## src/alp_pkg.sv

```systemverilog
package alp_pkg;
  // holding register offsets (16-bit register addresses)
  localparam logic [15:0] OFS_LISTEN_PERIOD  = 16'h0B79;
  localparam logic [15:0] OFS_WAKE_ROLE      = 16'h0B80;
  localparam logic [15:0] OFS_SENSOR_EARLY   = 16'h1B5E;
  localparam logic [15:0] OFS_SENSOR_TIMEOUT = 16'h1B5F;
  localparam logic [15:0] OFS_ALARM_LEVEL    = 16'h1B60;
  localparam logic [15:0] OFS_SWITCH_ALM_ON  = 16'h1B62;
  localparam logic [15:0] OFS_INPUT_SOURCE   = 16'h1B63;
  localparam logic [15:0] OFS_BATTERY_ON     = 16'h1B64;
  localparam logic [15:0] OFS_BATTERY_THRESH = 16'h1B65;
  localparam logic [15:0] OFS_LOW_POWER_ON   = 16'h1B66;

  // reset values
  localparam logic [15:0] RST_LISTEN_PERIOD  = 16'h0003;
  localparam logic [15:0] RST_ZERO           = 16'h0000;

  // field values
  localparam logic [15:0] VAL_ON             = 16'h0001;
  localparam logic [15:0] VAL_SRC_OPEN       = 16'h0000;
  localparam logic [15:0] VAL_SRC_CLOSE      = 16'h0001;
  localparam logic       ROLE_RECEIVER      = 1'b0;

  // battery threshold: code 0 is 3450 mV, code 15 is 4200 mV
  localparam logic [15:0] BAT_BASE_MV        = 16'h0D7A; // 3450 mV
  localparam logic [15:0] BAT_STEP_MV        = 16'h0032; // 50 mV

  // timing
  localparam int unsigned LISTEN_UNIT_MS     = 500;
  localparam int unsigned CLOCK_PERIOD_NS    = 10;
  localparam int unsigned MS_IN_NS           = 1000000;
  localparam int unsigned CYC_PER_MS         = MS_IN_NS / CLOCK_PERIOD_NS;

  // listen period in ms for a 3-bit code: (1 + code) * 500
  function automatic logic [16:0] listen_ms(input logic [2:0] code);
    logic [16:0] n;
    n = 17'({14'h0, code} + 17'd1);
    return 17'(n * 17'(LISTEN_UNIT_MS));
  endfunction

  // battery threshold in mV for a 4-bit code
  function automatic logic [15:0] bat_limit_mv(input logic [3:0] code);
    return 16'(BAT_BASE_MV + 16'({12'h000, code} * BAT_STEP_MV));
  endfunction
endpackage

```

## src/ms_timer_if.sv

```systemverilog
`timescale 1ns/1ps
interface ms_timer_if;
  logic        start;
  logic        abort;
  logic [16:0] load_ms;
  logic        done;
  logic        busy;
  modport ctrl (output start, abort, load_ms, input done, busy);
  modport tmr  (input start, abort, load_ms, output done, busy);
endinterface

```

## src/alarm_low_power_config.sv

```systemverilog
`timescale 1ns/1ps
module alarm_low_power_config #(
  parameter int unsigned CYC_PER_MS = alp_pkg::CYC_PER_MS
) (
  input  wire logic        i_clock,
  input  wire logic        i_nrst,
  input  wire logic        i_reg_wr,
  input  wire logic        i_reg_rd,
  input  wire logic [15:0] i_reg_addr,
  input  wire logic [15:0] i_reg_wdata,
  output logic      [15:0] o_reg_rdata,
  output logic             o_reg_ack,
  output logic             o_reg_err,
  input  wire logic        i_role_strap,
  input  wire logic        i_switch_input,
  input  wire logic        i_bat_valid,
  input  wire logic [15:0] i_bat_mv,
  input  wire logic        i_auto_poll_on,
  input  wire logic [15:0] i_poll_time_ms,
  input  wire logic        i_sensor_req,
  input  wire logic        i_sensor_reply,
  input  wire logic        i_tx_req,
  output logic             o_switch_alarm,
  output logic             o_battery_alarm,
  output logic             o_radio_listen,
  output logic             o_preamble,
  output logic             o_tx_go,
  output logic             o_sensor_power,
  output logic             o_sensor_cmd,
  output logic             o_low_power
);
  typedef enum logic [1:0] {S_IDLE, S_WARM, S_REPLY} sensor_state_t;
  typedef enum logic [1:0] {W_IDLE, W_RX, W_PRE} wake_state_t;

  logic        rst_a_q, rst_n;
  ms_timer_if  st ();
  ms_timer_if  wt ();

  // reset release through two flops
  always_ff @(posedge i_clock or negedge i_nrst)
  begin
    if (!i_nrst)
    begin
      rst_a_q <= 1'b0;
      rst_n   <= 1'b0;
    end
    else
    begin
      rst_a_q <= 1'b1;
      rst_n   <= rst_a_q;
    end
  end

  ms_timer #(.CYC_PER_MS(CYC_PER_MS)) u_sensor_tmr (
    .i_clock (i_clock),
    .i_rst_n (rst_n),
    .t       (st)
  );
  ms_timer #(.CYC_PER_MS(CYC_PER_MS)) u_wake_tmr (
    .i_clock (i_clock),
    .i_rst_n (rst_n),
    .t       (wt)
  );

  // holding registers and register port
  logic [15:0] period_q, period_d, early_q, early_d, tmo_q, tmo_d;
  logic [15:0] level_q, level_d, sw_on_q, sw_on_d, src_q, src_d;
  logic [15:0] bat_on_q, bat_on_d, thr_q, thr_d, lp_on_q, lp_on_d;
  logic [15:0] rdata_d;
  logic        role_q, role_d, role_ok_q, role_ok_d;
  logic        ack_d, err_d, hit;

  always_comb
  begin
    period_d  = period_q;
    early_d   = early_q;
    tmo_d     = tmo_q;
    level_d   = level_q;
    sw_on_d   = sw_on_q;
    src_d     = src_q;
    bat_on_d  = bat_on_q;
    thr_d     = thr_q;
    lp_on_d   = lp_on_q;
    rdata_d   = 16'h0000;
    hit       = 1'b1;
    // role strap caught once, first cycle after reset release
    role_ok_d = 1'b1;
    role_d    = role_ok_q ? role_q : i_role_strap;
    case (i_reg_addr)
      alp_pkg::OFS_LISTEN_PERIOD:  rdata_d = period_q;
      alp_pkg::OFS_WAKE_ROLE:      rdata_d = {15'h0000, role_q};
      alp_pkg::OFS_SENSOR_EARLY:   rdata_d = early_q;
      alp_pkg::OFS_SENSOR_TIMEOUT: rdata_d = tmo_q;
      alp_pkg::OFS_ALARM_LEVEL:    rdata_d = level_q;
      alp_pkg::OFS_SWITCH_ALM_ON:  rdata_d = sw_on_q;
      alp_pkg::OFS_INPUT_SOURCE:   rdata_d = src_q;
      alp_pkg::OFS_BATTERY_ON:     rdata_d = bat_on_q;
      alp_pkg::OFS_BATTERY_THRESH: rdata_d = thr_q;
      alp_pkg::OFS_LOW_POWER_ON:   rdata_d = lp_on_q;
      default:                     hit     = 1'b0;
    endcase
    if (i_reg_wr)
    begin
      case (i_reg_addr)
        alp_pkg::OFS_LISTEN_PERIOD:  period_d = i_reg_wdata;
        alp_pkg::OFS_SENSOR_EARLY:   early_d  = i_reg_wdata;
        alp_pkg::OFS_SENSOR_TIMEOUT: tmo_d    = i_reg_wdata;
        alp_pkg::OFS_ALARM_LEVEL:    level_d  = i_reg_wdata;
        alp_pkg::OFS_SWITCH_ALM_ON:  sw_on_d  = i_reg_wdata;
        alp_pkg::OFS_INPUT_SOURCE:   src_d    = i_reg_wdata;
        alp_pkg::OFS_BATTERY_ON:     bat_on_d = i_reg_wdata;
        alp_pkg::OFS_BATTERY_THRESH: thr_d    = i_reg_wdata;
        alp_pkg::OFS_LOW_POWER_ON:   lp_on_d  = i_reg_wdata;
        default:                     hit      = hit; // role write dropped
      endcase
    end
    if (!i_reg_rd)
    begin
      rdata_d = o_reg_rdata;
    end
    ack_d = i_reg_wr | i_reg_rd;
    err_d = (i_reg_wr | i_reg_rd) & ~hit;
  end

  always_ff @(posedge i_clock or negedge rst_n)
  begin
    if (!rst_n)
    begin
      period_q    <= alp_pkg::RST_LISTEN_PERIOD;
      early_q     <= alp_pkg::RST_ZERO;
      tmo_q       <= alp_pkg::RST_ZERO;
      level_q     <= alp_pkg::RST_ZERO;
      sw_on_q     <= alp_pkg::RST_ZERO;
      src_q       <= alp_pkg::RST_ZERO;
      bat_on_q    <= alp_pkg::RST_ZERO;
      thr_q       <= alp_pkg::RST_ZERO;
      lp_on_q     <= alp_pkg::RST_ZERO;
      role_q      <= alp_pkg::ROLE_RECEIVER;
      role_ok_q   <= 1'b0;
      o_reg_rdata <= 16'h0000;
      o_reg_ack   <= 1'b0;
      o_reg_err   <= 1'b0;
    end
    else
    begin
      period_q    <= period_d;
      early_q     <= early_d;
      tmo_q       <= tmo_d;
      level_q     <= level_d;
      sw_on_q     <= sw_on_d;
      src_q       <= src_d;
      bat_on_q    <= bat_on_d;
      thr_q       <= thr_d;
      lp_on_q     <= lp_on_d;
      role_q      <= role_d;
      role_ok_q   <= role_ok_d;
      o_reg_rdata <= rdata_d;
      o_reg_ack   <= ack_d;
      o_reg_err   <= err_d;
    end
  end

  // alarm events: switch edge and battery sample below threshold
  logic sw_prev_q, sw_prev_d, sw_alm_d, bat_alm_d, alm_en;
  always_comb
  begin
    alm_en    = (level_q != alp_pkg::RST_ZERO);
    sw_prev_d = i_switch_input;
    sw_alm_d  = 1'b0;
    if (alm_en && sw_on_q == alp_pkg::VAL_ON)
    begin
      if (src_q == alp_pkg::VAL_SRC_OPEN)
      begin
        sw_alm_d = sw_prev_q & ~i_switch_input;
      end
      else if (src_q == alp_pkg::VAL_SRC_CLOSE)
      begin
        sw_alm_d = ~sw_prev_q & i_switch_input;
      end
    end
    bat_alm_d = alm_en && bat_on_q == alp_pkg::VAL_ON && i_bat_valid
      && i_bat_mv < alp_pkg::bat_limit_mv(thr_q[3:0]);
  end

  always_ff @(posedge i_clock or negedge rst_n)
  begin
    if (!rst_n)
    begin
      sw_prev_q       <= 1'b0;
      o_switch_alarm  <= 1'b0;
      o_battery_alarm <= 1'b0;
    end
    else
    begin
      sw_prev_q       <= sw_prev_d;
      o_switch_alarm  <= sw_alm_d;
      o_battery_alarm <= bat_alm_d;
    end
  end

  // sensor sequence: early power, command, wait reply or timeout
  sensor_state_t s_q, s_d;
  logic          pwr_d, cmd_d, lp_d;
  always_comb
  begin
    s_d        = s_q;
    pwr_d      = o_sensor_power;
    cmd_d      = 1'b0;
    st.start   = 1'b0;
    st.abort   = 1'b0;
    st.load_ms = 17'h0_0000;
    case (s_q)
      S_IDLE:
      begin
        if (i_sensor_req)
        begin
          pwr_d      = 1'b1;
          st.start   = 1'b1;
          st.load_ms = {1'b0, early_q};
          s_d        = S_WARM;
        end
      end
      S_WARM:
      begin
        if (st.done)
        begin
          cmd_d      = 1'b1;
          st.start   = 1'b1;
          st.load_ms = {1'b0, i_auto_poll_on ? i_poll_time_ms : tmo_q};
          s_d        = S_REPLY;
        end
      end
      S_REPLY:
      begin
        if (i_sensor_reply || st.done)
        begin
          st.abort = 1'b1;
          pwr_d    = 1'b0;
          s_d      = S_IDLE;
        end
      end
      default: s_d = S_IDLE;
    endcase
    lp_d = (lp_on_q == alp_pkg::VAL_ON) && (s_d == S_IDLE);
  end

  always_ff @(posedge i_clock or negedge rst_n)
  begin
    if (!rst_n)
    begin
      s_q            <= S_IDLE;
      o_sensor_power <= 1'b0;
      o_sensor_cmd   <= 1'b0;
      o_low_power    <= 1'b0;
    end
    else
    begin
      s_q            <= s_d;
      o_sensor_power <= pwr_d;
      o_sensor_cmd   <= cmd_d;
      o_low_power    <= lp_d;
    end
  end

  // wake-on-radio: receiver listens per period, sender sends preamble
  wake_state_t w_q, w_d;
  logic        listen_d, pre_d, go_d;
  always_comb
  begin
    w_d        = w_q;
    listen_d   = 1'b0;
    pre_d      = o_preamble;
    go_d       = 1'b0;
    wt.start   = 1'b0;
    wt.abort   = 1'b0;
    wt.load_ms = alp_pkg::listen_ms(period_q[2:0]);
    case (w_q)
      W_IDLE:
      begin
        if (role_ok_q && role_q == alp_pkg::ROLE_RECEIVER)
        begin
          wt.start = 1'b1;
          w_d      = W_RX;
        end
        else if (role_ok_q && i_tx_req)
        begin
          wt.start = 1'b1;
          pre_d    = 1'b1;
          w_d      = W_PRE;
        end
      end
      W_RX:
      begin
        if (wt.done)
        begin
          listen_d = 1'b1;
          wt.start = 1'b1;
        end
      end
      W_PRE:
      begin
        if (wt.done)
        begin
          pre_d = 1'b0;
          go_d  = 1'b1;
          w_d   = W_IDLE;
        end
      end
      default: w_d = W_IDLE;
    endcase
  end

  always_ff @(posedge i_clock or negedge rst_n)
  begin
    if (!rst_n)
    begin
      w_q            <= W_IDLE;
      o_radio_listen <= 1'b0;
      o_preamble     <= 1'b0;
      o_tx_go        <= 1'b0;
    end
    else
    begin
      w_q            <= w_d;
      o_radio_listen <= listen_d;
      o_preamble     <= pre_d;
      o_tx_go        <= go_d;
    end
  end
endmodule

```

## src/ms_timer.sv

```systemverilog
`timescale 1ns/1ps
// millisecond down-counter; done pulses once load_ms whole ms have passed
module ms_timer #(
  parameter int unsigned CYC_PER_MS = alp_pkg::CYC_PER_MS
) (
  input  wire logic  i_clock,
  input  wire logic  i_rst_n,
  ms_timer_if.tmr    t
);
  logic        run_q,  run_d;
  logic        done_q, done_d;
  logic [16:0] left_q, left_d;
  logic [31:0] pre_q,  pre_d;

  // next-state: start reloads, abort stops without done
  always_comb
  begin
    run_d  = run_q;
    left_d = left_q;
    pre_d  = pre_q;
    done_d = 1'b0;
    if (t.start)
    begin
      run_d  = 1'b1;
      left_d = t.load_ms;
      pre_d  = 32'h0000_0000;
    end
    else if (t.abort)
    begin
      run_d = 1'b0;
    end
    else if (run_q)
    begin
      if (left_q == 17'h0_0000)
      begin
        run_d  = 1'b0;
        done_d = 1'b1;
      end
      else if (pre_q == 32'(CYC_PER_MS - 1))
      begin
        pre_d  = 32'h0000_0000;
        left_d = 17'(left_q - 17'h0_0001);
      end
      else
      begin
        pre_d = 32'(pre_q + 32'h0000_0001);
      end
    end
  end

  always_ff @(posedge i_clock or negedge i_rst_n)
  begin
    if (!i_rst_n)
    begin
      run_q  <= 1'b0;
      done_q <= 1'b0;
      left_q <= 17'h0_0000;
      pre_q  <= 32'h0000_0000;
    end
    else
    begin
      run_q  <= run_d;
      done_q <= done_d;
      left_q <= left_d;
      pre_q  <= pre_d;
    end
  end

  assign t.done = done_q;
  assign t.busy = run_q;
endmodule

```

## config.mk

```make
export PLATFORM = sky130hd
export DESIGN_NAME = alarm_low_power_config
export DESIGN_NICKNAME = d
export VERILOG_FILES = /design/src/alp_pkg.sv /design/src/ms_timer_if.sv /design/src/alarm_low_power_config.sv /design/src/ms_timer.sv
export SDC_FILE = /design/constraint.sdc
export NUM_CORES = 1
export LEC_CHECK = 0
export BUFFER_PORTS_ARGS = -buffer_cell sky130_fd_sc_hd__buf_4
export CORE_MARGIN = 2
export CORE_UTILIZATION = 30
export CTS_CLUSTER_SIZE = 20
export DETAILED_ROUTE_END_ITERATION = 10
export GPL_TIMING_DRIVEN = 0
export PLACE_DENSITY = 0.51
export SETUP_SLACK_MARGIN = 0.05
export SLEW_MARGIN = 20
export SYNTH_ARGS = -nofsm -noshare
export SYNTH_HDL_FRONTEND = slang
export SYNTH_SLANG_ARGS = --single-unit
```

## constraint.sdc

```tcl
create_clock -name i_clock -period 11.6 [get_ports i_clock]
set_input_delay 0.58 -clock i_clock [delete_from_list [all_inputs] [get_ports i_clock]]
set_output_delay 0.58 -clock i_clock [all_outputs]
set_load 0.01 [all_outputs]
```

==> impl_metrics.env, run 1 <==
export IMPL_status="completed"
export IMPL_r2r_slack_ns=7.66
export IMPL_core_area_mm2=0.0492
export IMPL_cts_tree="yes"
export IMPL_grt_util_all_layers_pct=17.2
export IMPL_grt_start_max_net_pins=56
export IMPL_p_total_w=0.00258
export IMPL_fin_skew_ns=0.0200
export IMPL_yosysMostFrequentCell="dfrtp_1"
export IMPL_utilization_pct=36.3
export IMPL_ir_worst_vdd_v=0.0000839
export IMPL_io_buffers=95
export IMPL_postSynth_topFlopCell="dfrtp_1"
export IMPL_ys_top_cells_by_count="dfrtp_1 (279), mux2_2 (147), nor2_1 (126), o21ai_0 (84), nand2_1 (78)"
export IMPL_cts_num_sinks=281
export IMPL_cts_buffers=34
export IMPL_antenna_cells=0
export IMPL_post_place_ws_ns=7.64
export IMPL_slew_headroom_pct=25.7
export IMPL_p_leak_nw=7.88
export IMPL_timing_final_crit_share_pct=33.9
export IMPL_timing_rr_start="period_q[0]"
export IMPL_rsz0062_at_grt="no"
export IMPL_hold_class="in -> reg"
export IMPL_arrival_ns=4.42
export IMPL_critPathLaunchType="register"
export IMPL_hold_path_endpoint="sw_prev_q"
export IMPL_fp_dieH_um=227
export IMPL_required_ns=12.08
export IMPL_ys_async_sr_fraction_pct=100
export IMPL_grt_pass1_vias=11736
export IMPL_routedWlPerCell_um=19.6
export IMPL_rows=81
export IMPL_nets=1666
export IMPL_maxCapViolCount=0
export IMPL_ff2ff_path_depth=12
export IMPL_htree_levels=2
export IMPL_first_pass_iters=6
export IMPL_drt_wl_total_mm=43.6
export IMPL_drv_slew=0
export IMPL_hpwl_mm=32.8
export IMPL_timing_fmax_mhz=254
export IMPL_yosys_warnings=0
export IMPL_power_density_mw_per_mm2=145
export IMPL_clk_latency_ns=0.55
export IMPL_grt_antenna_before_repair=0
export IMPL_hold_viol=0
export IMPL_synth_top_area_share_pct=46.6
export IMPL_grt_overflow=0
export IMPL_path_class="reg -> reg"
export IMPL_synth_area_per_cell_um2=10.7
export IMPL_yosysSeqAreaShare_pct=46.9
export IMPL_synth_edff_count=0
export IMPL_io_pins=101
export IMPL_grt_first_pass_wirelength_mm=68.6
export IMPL_clk_pin_slew_ns=0.06
export IMPL_die_w_um=227
export IMPL_vias_per_cell=5.29
export IMPL_postCtsSetupBuffers=0
export IMPL_fp_dieArea_mm2=0.0518
export IMPL_crit_path_end_kind="register"
export IMPL_synth_area_leader_cell="dfrtp_1"
export IMPL_hold_start="i_switch_input"
export IMPL_r2r_end="u_wake_tmr.left_q[11]"
export IMPL_cts_buffer_depth=3
export IMPL_hold_depth=1
export IMPL_netlist_area_mm2=0.0150
export IMPL_root_buffer="clkbuf_16"
export IMPL_synth_area_top_cells="dfrtp_1 (47%), mux2_2 (11%), ha_1 (3.3%), nor2_1 (3.2%), o21ai_0 (2.8%)"
export IMPL_netlist_instances=1404
export IMPL_setup_viol=0
export IMPL_drive_gt1_share_pct=21.8
export IMPL_ys_ff_latch=281
export IMPL_place_congestion=0.849
export IMPL_drt_iter0_drc=995
export IMPL_path_max_fanout=8
export IMPL_tightest_slew_ns=1.10
export IMPL_syn2layout_area_growth_pct=18.9
export IMPL_cts_resized_gates=0
export IMPL_dr_total_vias=11795
export IMPL_setup_ws_ns=7.66
export IMPL_holdWs_ns=0.166
export IMPL_ant_nets=0
export IMPL_start_util_pct=30.5
export IMPL_drcViolationCount=0
export IMPL_finalCriticalPeriod_ns=3.94
export IMPL_synth_cell_types=68
[worst max-delay path: stages (launching register included)]
cell      delay (ns)
dfstp_2         0.65
ha_1            0.26
xor2_1          0.34
inv_1           0.18
fa_1            0.61
inv_1           0.10
fa_1            0.44
ha_1            0.36
a211o_1         0.31
a222oi_1        0.30
xnor2_1         0.17
nand2_1         0.07
nand3_1         0.09
[per-stage QoR]
stage | TNS, ns | cell area (um^2) | std cells
final | 0 | 17800 | 2231
after global placement | -172.48 | 16500 | 2164
after global routing | 0 | 17800 | 2231
after detailed placement | 0 | 16700 | 2170
after CTS | 0 | 17800 | 2231
after floorplan | 0 | 15000 | 1405
[area by class of cell]
| type | instances | area [um^2] |
|---|---|---|
| fillers | 4978 | 31300 |
| clock buffers | 47 | 960 |
| multi-input cells | 1027 | 7560 |
| plain buffers | 61 | 275 |
| inverters | 36 | 135 |
| flip-flops and latches | 281 | 7040 |
| repair buffers | 102 | 881 |
| well taps | 664 | 831 |
| clock inverters | 13 | 138 |
[report_power, final]
part / internal [W] / switching [W] / leakage [nW]
clock: 0.000626 / 0.000438 / 0.546
sequential: 0.00105 / 0.0000751 / 3.80
combinational: 0.000148 / 0.000250 / 3.54
[timing repair]
item | 4_1_cts | 5_1_grt
endpoints found under the hold margin | 2 | 0
hold buffers | 1 | 0
setup endpoints to repair | 0 | 0
[state kept, by name, summed over array words and instances (netlist names), 17 cells and up]
name                 count
u_sensor_tmr.left_q     17
u_wake_tmr.left_q       17
u_wake_tmr.pre_q        32
u_sensor_tmr.pre_q      32
[cells by family (layout without fill, tap and decap cells)]
family / after synthesis / after routing / share of synthesized area [%]
AND/OR/NAND/NOR: 463 / 463 / 16.2
flip-flops: 281 / 281 / 46.9
AO/OA/AOI/OAI: 260 / 260 / 11.7
multiplexers: 186 / 186 / 14.0
buffers and inverters: 97 / 259 / 2.74
XOR/XNOR: 68 / 68 / 3.97
adder cells (fa/ha/maj): 48 / 48 / 4.41
other: 1 / 2 / 0.0250
[worst max path at each step]
stage | start | cells after the start | to | slack, ns
global placement | rst_n | 0 | o_battery_alarm | -0.64
global route | thr_q[2] | 15 | o_battery_alarm | 7.34
CTS | period_q[0] | 12 | u_wake_tmr.left_q[11] | 7.64
finish | period_q[0] | 12 | u_wake_tmr.left_q[11] | 7.66
detailed placement | period_q[0] | 12 | u_wake_tmr.left_q[11] | 7.64
floorplan | rst_n | 0 | bat_on_q[0] | 3.19
[cell usage in the layout (no fill, tap or decap), types with 7 or more instances in the layout]
master     synthesis  final
and2_1             9      9
inv_1             36     36
nor4b_1           12     12
nand4_1           29     29
xnor2_1           48     48
a22o_1            14     14
mux2i_1           29     29
nor2_1           126    126
nand2b_1           9      9
o21ai_0           84     84
a222oi_1          24     24
ha_1              40     40
o2bb2ai_1         12     12
mux2_4            10     10
a21oi_1           47     47
clkbuf_16          0     34
buf_4              0     95
and3_1             9      9
xor2_1            20     20
fa_1               8      8
dfrtp_1          279    278
a31oi_1           10     10
clkbuf_1          50     57
nor2b_1           20     20
nor3_1            41     40
and4_1             9      9
o31ai_1           11     11
nand2_1           78     78
a221oi_1           8      8
nand3_1           35     35
clkinv_2           0      7
a2111oi_0         12     12
nor4_1            48     46
mux2_2           147    147
[routing by layer]
layer | share of wire, % | global-route usage [%] | vias to the layer above
met5 | 0 | 0 | -
met4 | 2.1 | 4.43 | 0
met3 | 5.7 | 3.27 | 61
met2 | 46 | 27.4 | 324
met1 | 46 | 23.9 | 5919
li1 | - | - | 5491
No activity file was read; power rests on OpenSTA's default activity.
==> run 2: changes to the inputs <==
--- a/config.mk
+++ b/config.mk
@@ -5,13 +5,14 @@
 export SDC_FILE = /design/constraint.sdc
 export NUM_CORES = 1
 export LEC_CHECK = 0
+export ABC_AREA = 1
 export BUFFER_PORTS_ARGS = -buffer_cell sky130_fd_sc_hd__buf_4
 export CORE_MARGIN = 2
 export CORE_UTILIZATION = 30
 export CTS_CLUSTER_SIZE = 20
 export DETAILED_ROUTE_END_ITERATION = 10
 export GPL_TIMING_DRIVEN = 0
-export PLACE_DENSITY = 0.51
+export PLACE_DENSITY = 0.53
 export SETUP_SLACK_MARGIN = 0.05
 export SLEW_MARGIN = 20
 export SYNTH_ARGS = -nofsm -noshare
==> constraint.sdc (replaced) <==
create_clock -name i_clock -period 3.2 [get_ports i_clock]
set_input_delay 0.16 -clock i_clock [delete_from_list [all_inputs] [get_ports i_clock]]
set_output_delay 0.16 -clock i_clock [all_outputs]
set_load 0.01 [all_outputs]
==> impl_metrics.env, run 2 <==
export IMPL_fp_dieArea_mm2=0.0579
export IMPL_ant_nets=0
export IMPL_multi_input_area_mm2=0.00871
export IMPL_p_sw_w=0.00295
export IMPL_nFillCells=5812
export IMPL_path_class="reg -> reg"
export IMPL_p_total_w=0.00965
export IMPL_die_w_um=241
export IMPL_cts_tree="yes"
export IMPL_p_leak_nw=9.68
export IMPL_grt_start_max_net_pins=55
export IMPL_cts_buffers=35
export IMPL_grt_util_all_layers_pct=19.8
export IMPL_hpwl_mm=42.0
export IMPL_dr_total_vias=15894
export IMPL_p_seq_share_pct=40.0
export IMPL_vias_per_cell=4.95
export IMPL_synth_top_area_share_pct=41.6
export IMPL_timing_final_crit_share_pct=99.7
export IMPL_hold_class="in -> reg"
export IMPL_cts_buffer_depth=3
export IMPL_most_common_layout_cells="nand2_1 (694), dfrtp_1 (275), nor2_1 (237), nand3_1 (223), inv_1 (164)"
export IMPL_yosys_warnings=0
export IMPL_io_pins=101
export IMPL_fp_dieH_um=241
export IMPL_io_buffers=96
export IMPL_ys_ff_latch=281
export IMPL_slew_headroom_pct=51.7
export IMPL_drv_slew=0
export IMPL_core_area_mm2=0.0552
export IMPL_critPathLaunchType="register"
export IMPL_combPwrFrac_pct=17.2
export IMPL_clk_pin_slew_ns=0.06
export IMPL_start_util_pct=30.4
export IMPL_required_ns=3.68
export IMPL_grt_antenna_before_repair=0
export IMPL_synth_area_per_cell_um2=7.40
export IMPL_status="completed"
export IMPL_grt_pass1_vias=15562
export IMPL_antenna_cells=0
export IMPL_arrival_ns=3.67
export IMPL_synth_area_top_cells="dfrtp_1 (42%), nand2_1 (16%), nand3_1 (6.7%), nor2_1 (5.3%), o21ai_0 (4.3%)"
export IMPL_place_congestion=0.910
export IMPL_synth_area_leader_cell="dfrtp_1"
export IMPL_dpl_cell_area_mm2=0.0186
export IMPL_power_density_mw_per_mm2=477
export IMPL_seqCellArea_mm2=0.00704
export IMPL_fin_skew_ns=0.0193
export IMPL_drive_gt1_share_pct=14.6
export IMPL_ir_worst_vdd_v=0.000323
export IMPL_top_regs="u_sensor_tmr.pre_q x32, u_wake_tmr.pre_q x32"
export IMPL_grt_first_pass_wirelength_mm=88.7
export IMPL_rows=86
export IMPL_drt_wl_total_mm=56.7
export IMPL_routedWlPerCell_um=17.6
export IMPL_synth_edff_count=0
export IMPL_setup_viol=0
export IMPL_yosysMostFrequentCell="nand2_1"
export IMPL_clkPwrFrac_pct=42.8
export IMPL_crit_path_end_kind="register"
export IMPL_ys_async_sr_fraction_pct=100
export IMPL_drt_iter0_drc=1249
export IMPL_netlist_area_mm2=0.0168
export IMPL_maxCapViolCount=0
export IMPL_ys_top_cells_by_count="nand2_1 (697), dfrtp_1 (279), nor2_1 (237), nand3_1 (226), inv_1 (170)"
export IMPL_p_sw_share_pct=30.5
export IMPL_finalCriticalPeriod_ns=3.19
export IMPL_tns_ns=0
export IMPL_postSynth_topFlopCell="dfrtp_1"
export IMPL_root_buffer="clkbuf_16"
export IMPL_nets=2562
export IMPL_first_pass_iters=5
export IMPL_mostFrequentLayoutCell="nand2_1"
export IMPL_cts_num_sinks=281
export IMPL_grt_overflow=0
export IMPL_path_max_fanout=5
export IMPL_netlist_instances=2271
export IMPL_htree_levels=2
export IMPL_fin_area_mm2=0.0202
export IMPL_tightest_slew_ns=0.719
export IMPL_yosysSeqAreaShare_pct=41.9
export IMPL_clk_latency_ns=0.55
export IMPL_syn2layout_area_growth_pct=20.4
export IMPL_timing_fmax_mhz=314
export IMPL_internal_power_w=0.00670
export IMPL_synth_cell_types=53
export IMPL_drcViolationCount=0
export IMPL_hold_viol=0
export IMPL_rsz0062_at_grt="yes"
run 2: stage by stage:
stage,utilization [%],setup slack (ns),instances,hold slack (ns)
finish,36.6,0.0112,3214,0.0287
CTS,36.4,0.0311,3205,0.0112
floorplan,-,0.0634,2272,-0.136
global route,36.6,-0.127,3214,0.0535
detailed placement,33.8,-0.278,3121,-0.0540
global placement,33.5,-0.894,3116,-0.0567
run 2: what timing repair did:
item | CTS | global route
endpoints found under the hold margin | 10 | 0
hold buffers | 12 | 0
resized for setup | 17 | 16
setup buffers | 8 | 9
pin swaps | 12 | 21
endpoints found under the setup margin | 6 | 6
gates cloned | 0 | 0
run 2: cells by family after synthesis:
family                   count (synthesis)  synth area share [%]
flip-flops                             281                  41.9
AND/OR/NAND/NOR                       1336                  34.8
XOR/XNOR                                39                  2.03
buffers and inverters                  263                  7.36
multiplexers                            14                 0.849
adder cells (fa/ha/maj)                 48                  3.93
other                                    1                0.0223
AO/OA/AOI/OAI                          289                  9.14
run 2: cell type report:
type	instances	share of cell area [%]
clock inverter	17	0.823
inverter	177	3.35
sequential	281	34.8
multi-input combinational	1728	43.1
tap	748	4.63
timing repair buffer	130	5.43
clock buffer	47	5.10
buffer	86	2.79
run 2: worst max-delay path, stage by stage (launching register included):
cell and delay (ns):
dfstp_2 0.62, inv_4 0.05, ha_4 0.27, inv_4 0.04, fa_2 0.56, inv_2 0.06, fa_1 0.59, ha_4 0.23
a21oi_2 0.14, nand2_1 0.07, nand2_1 0.09, nand3_1 0.07, nand2_1 0.07, nand3_1 0.07, nand2_1 0.09, nand2_1 0.05
nand2_1 0.05
run 2: worst paths after layout:
path                             start  slack (ns)  cells after the start                endpoint
hold / removal                i_reg_rd        0.03                      3         o_reg_rdata[15]
min in group asynchronous        rst_n        0.36                      0          o_reg_rdata[2]
hold reg to reg                rst_a_q        0.35                      0                   rst_n
setup reg to reg           period_q[0]        0.01                     16   u_wake_tmr.left_q[11]
max in group asynchronous        rst_n        1.85                      2  u_sensor_tmr.pre_q[14]
setup / recovery           period_q[0]        0.01                     16   u_wake_tmr.left_q[11]
run 2: metal layers:
| layer | track usage [%] | vias up | share of wire [%] | wire length (um) |
|---|---|---|---|---|
| li1 | - | 7766 | - | - |
| met1 | 26.1 | 7617 | 44 | 24800 |
| met2 | 32.9 | 412 | 48 | 27000 |
| met3 | 2.78 | 99 | 5.0 | 2810 |
| met4 | 7.68 | 0 | 3.5 | 2000 |
| met5 | 0 | - | 0 | 0 |
run 2: power groups by stage:
stage          combinational [W]  clock [W]  sequential, W
4_1_cts                  0.00168    0.00424        0.00386
6_report                 0.00166    0.00413        0.00386
3_3_place_gp             0.00155          0        0.00397
3_5_place_dp             0.00166          0        0.00392
5_1_grt                  0.00188    0.00439        0.00388
2_1_floorplan            0.00109          0        0.00392
==> run 3: changes to the inputs <==
--- a/config.mk
+++ b/config.mk
@@ -13,7 +13,7 @@
 export DETAILED_ROUTE_END_ITERATION = 10
 export GPL_TIMING_DRIVEN = 0
 export PLACE_DENSITY = 0.53
-export SETUP_SLACK_MARGIN = 0.05
+export RECOVER_POWER = 50
 export SLEW_MARGIN = 20
 export SYNTH_ARGS = -nofsm -noshare
 export SYNTH_HDL_FRONTEND = slang
==> impl_metrics.env, run 3 (synthesis gave the netlist of run 2 again) <==
export IMPL_first_pass_iters=5
export IMPL_clk_latency_ns=0.56
export IMPL_tightest_slew_ns=2.11
export IMPL_drcViolationCount=0
export IMPL_mostFrequentLayoutCell="nand2_1"
export IMPL_cpPeakStageDelay_ns=0.60
export IMPL_nets=2564
export IMPL_htree_levels=2
export IMPL_fp_dieArea_mm2=0.0579
export IMPL_dpl_cell_area_mm2=0.0186
export IMPL_maxCapViolCount=1
export IMPL_antenna_cells=0
export IMPL_grt_overflow=0
export IMPL_hold_class="in -> reg"
export IMPL_critical_path_slowest_cell="dfstp_2"
export IMPL_drt_wl_total_mm=56.2
export IMPL_grt_util_all_layers_pct=19.7
export IMPL_top_regs="u_sensor_tmr.pre_q x32, u_wake_tmr.pre_q x32"
export IMPL_timing_final_crit_share_pct=97.9
export IMPL_cts_buffers=36
export IMPL_rows=86
export IMPL_hold_viol=0
export IMPL_fin_skew_ns=0.0244
export IMPL_place_congestion=0.939
export IMPL_rsz0062_at_grt="yes"
export IMPL_most_common_layout_cells="nand2_1 (698), dfrtp_1 (275), nor2_1 (238), nand3_1 (224), inv_1 (165)"
export IMPL_fin_area_mm2=0.0201
export IMPL_ff2ff_path_depth=15
export IMPL_finalCriticalPeriod_ns=3.13
export IMPL_drive_gt1_share_pct=12.9
export IMPL_clk_pin_slew_ns=0.06
export IMPL_p_leak_nw=9.55
export IMPL_p_sw_w=0.00288
export IMPL_ir_worst_vdd_v=0.000302
export IMPL_timing_fmax_mhz=319
export IMPL_grt_pass1_vias=15642
export IMPL_drt_iter0_drc=1060
export IMPL_cts_buffer_depth=3
export IMPL_fp_dieH_um=241
export IMPL_routedWlPerCell_um=17.5
export IMPL_grt_start_max_net_pins=55
export IMPL_drv_slew=48
export IMPL_slew_headroom_pct=-40.6
export IMPL_grt_antenna_before_repair=0
export IMPL_crit_chain="inv_4 -> ha_4 -> inv_4 -> fa_1 -> inv_2 -> fa_1 -> inv_2 -> ha_4 -> nand3_2 -> nand2_2 -> nand4_1 -> nand3_1 -> nand3_1 -> nand2_1 -> nand2_1"
export IMPL_utilization_pct=36.4
export IMPL_io_pins=101
export IMPL_seqCellArea_mm2=0.00704
export IMPL_status="finished, violations left"
export IMPL_hold_depth=3
export IMPL_die_w_um=241
export IMPL_nFillCells=5854
export IMPL_p_seq_share_pct=39.5
export IMPL_dr_total_vias=15772
export IMPL_cts_num_sinks=281
export IMPL_clkPwrFrac_pct=43.9
export IMPL_start_util_pct=30.4
export IMPL_core_area_mm2=0.0552
export IMPL_ant_nets=0
export IMPL_grt_first_pass_wirelength_mm=88.7
export IMPL_io_buffers=96
export IMPL_cts_tree="yes"
export IMPL_root_buffer="clkbuf_16"
export IMPL_path_class="reg -> reg"
export IMPL_path_max_fanout=5
export IMPL_multi_input_area_mm2=0.00867
export IMPL_hpwl_mm=42.0
export IMPL_syn2layout_area_growth_pct=19.5
export IMPL_p_sw_share_pct=29.6
export IMPL_crit_path_end_kind="register"
export IMPL_setup_viol=0
export IMPL_critPathLaunchType="register"
export IMPL_internal_power_w=0.00686
export IMPL_failed_checks="max-capacitance violations, max-slew violations"
export IMPL_power_density_mw_per_mm2=485
export IMPL_vias_per_cell=4.91
export IMPL_arrival_ns=3.58
export IMPL_combPwrFrac_pct=16.6
export IMPL_required_ns=3.64
-- run 3: changes by cell type in the layout (fill, tap and decap cells not counted), moves of 4 or more --
| cell | previous run | this run |
|---|---|---|
| buf_4 | 129 | 103 |
| clkbuf_1 | 14 | 51 |
| clkbuf_8 | 9 | 5 |
| clkinv_2 | 7 | 3 |
| clkinvlp_4 | 5 | 1 |
| nand2_1 | 694 | 698 |
-- run 3: final cells by class --
type,instances,share of cell area [%]
plain buffers,86,2.73
well taps,748,4.66
repair buffers,131,4.82
flip-flops and latches,281,35.1
inverters,177,3.37
clock buffers,52,5.25
multi-input cells,1728,43.2
clock inverters,11,0.879
-- run 3: through the flow --
stage	setup TNS, ns	instances	hold WS (ns)	worst slack (ns)	power, W
final	0	3214	0.0253	0.0658	0.00974
after global routing	-0.237	3214	0.0665	-0.107	0.0102
after CTS	0	3205	0.0188	0.0106	0.00989
after detailed placement	-1.45	3121	-0.0554	-0.293	0.00555
after global placement	-233.82	3116	-0.0565	-0.866	0.00552
after floorplan	0	2272	-0.136	0.000378	0.00501
-- run 3: worst max-delay path, delay by kind of cell (launching register included) --
kind / cells / cell delay (ns)
AND/OR/NAND/NOR: 7 / 0.58
buffers and inverters: 4 / 0.18
adder cells (fa/ha/maj): 4 / 1.62
flip-flops: 1 / 0.60
-- run 3: power by group through the flow --
| stage | logic (W) | clock network, W | registers, W |
|---|---|---|---|
| after floorplan | 0.00109 | 0 | 0.00392 |
| after global routing | 0.00184 | 0.00451 | 0.00387 |
| after detailed placement | 0.00164 | 0 | 0.00392 |
| after global placement | 0.00155 | 0 | 0.00397 |
| final | 0.00162 | 0.00427 | 0.00385 |
| after CTS | 0.00166 | 0.00438 | 0.00386 |
-- run 3: final timing paths --
path	from	endpoint	slack (ns)
worst min register to register	rst_a_q	rst_n	0.35
max in group asynchronous	rst_n	u_sensor_tmr.left_q[9]	0.46
worst max-delay path	period_q[0]	u_wake_tmr.left_q[12]	0.07
worst max register to register	period_q[0]	u_wake_tmr.left_q[12]	0.07
worst min-delay path	i_reg_rd	o_reg_rdata[1]	0.03
min in group asynchronous	i_nrst	rst_n	0.48
-- run 3: per-layer routing --
metal,up-vias,share of wire (%),global-route usage [%]
met2,364,47,33.0
met4,0,3.4,7.15
met1,7515,44,25.7
met3,110,5.0,3.28
met5,-,0,0
li1,7783,-,-
-- run 3: timing repair --
action / 4_1_cts / 5_1_grt
hold endpoints to repair: 10 / 0
setup endpoints to repair: 6 / 6
resized for setup: 14 / 23
pin swaps: 6 / 28
hold buffers: 12 / 0
buffers inserted: 9 / 9
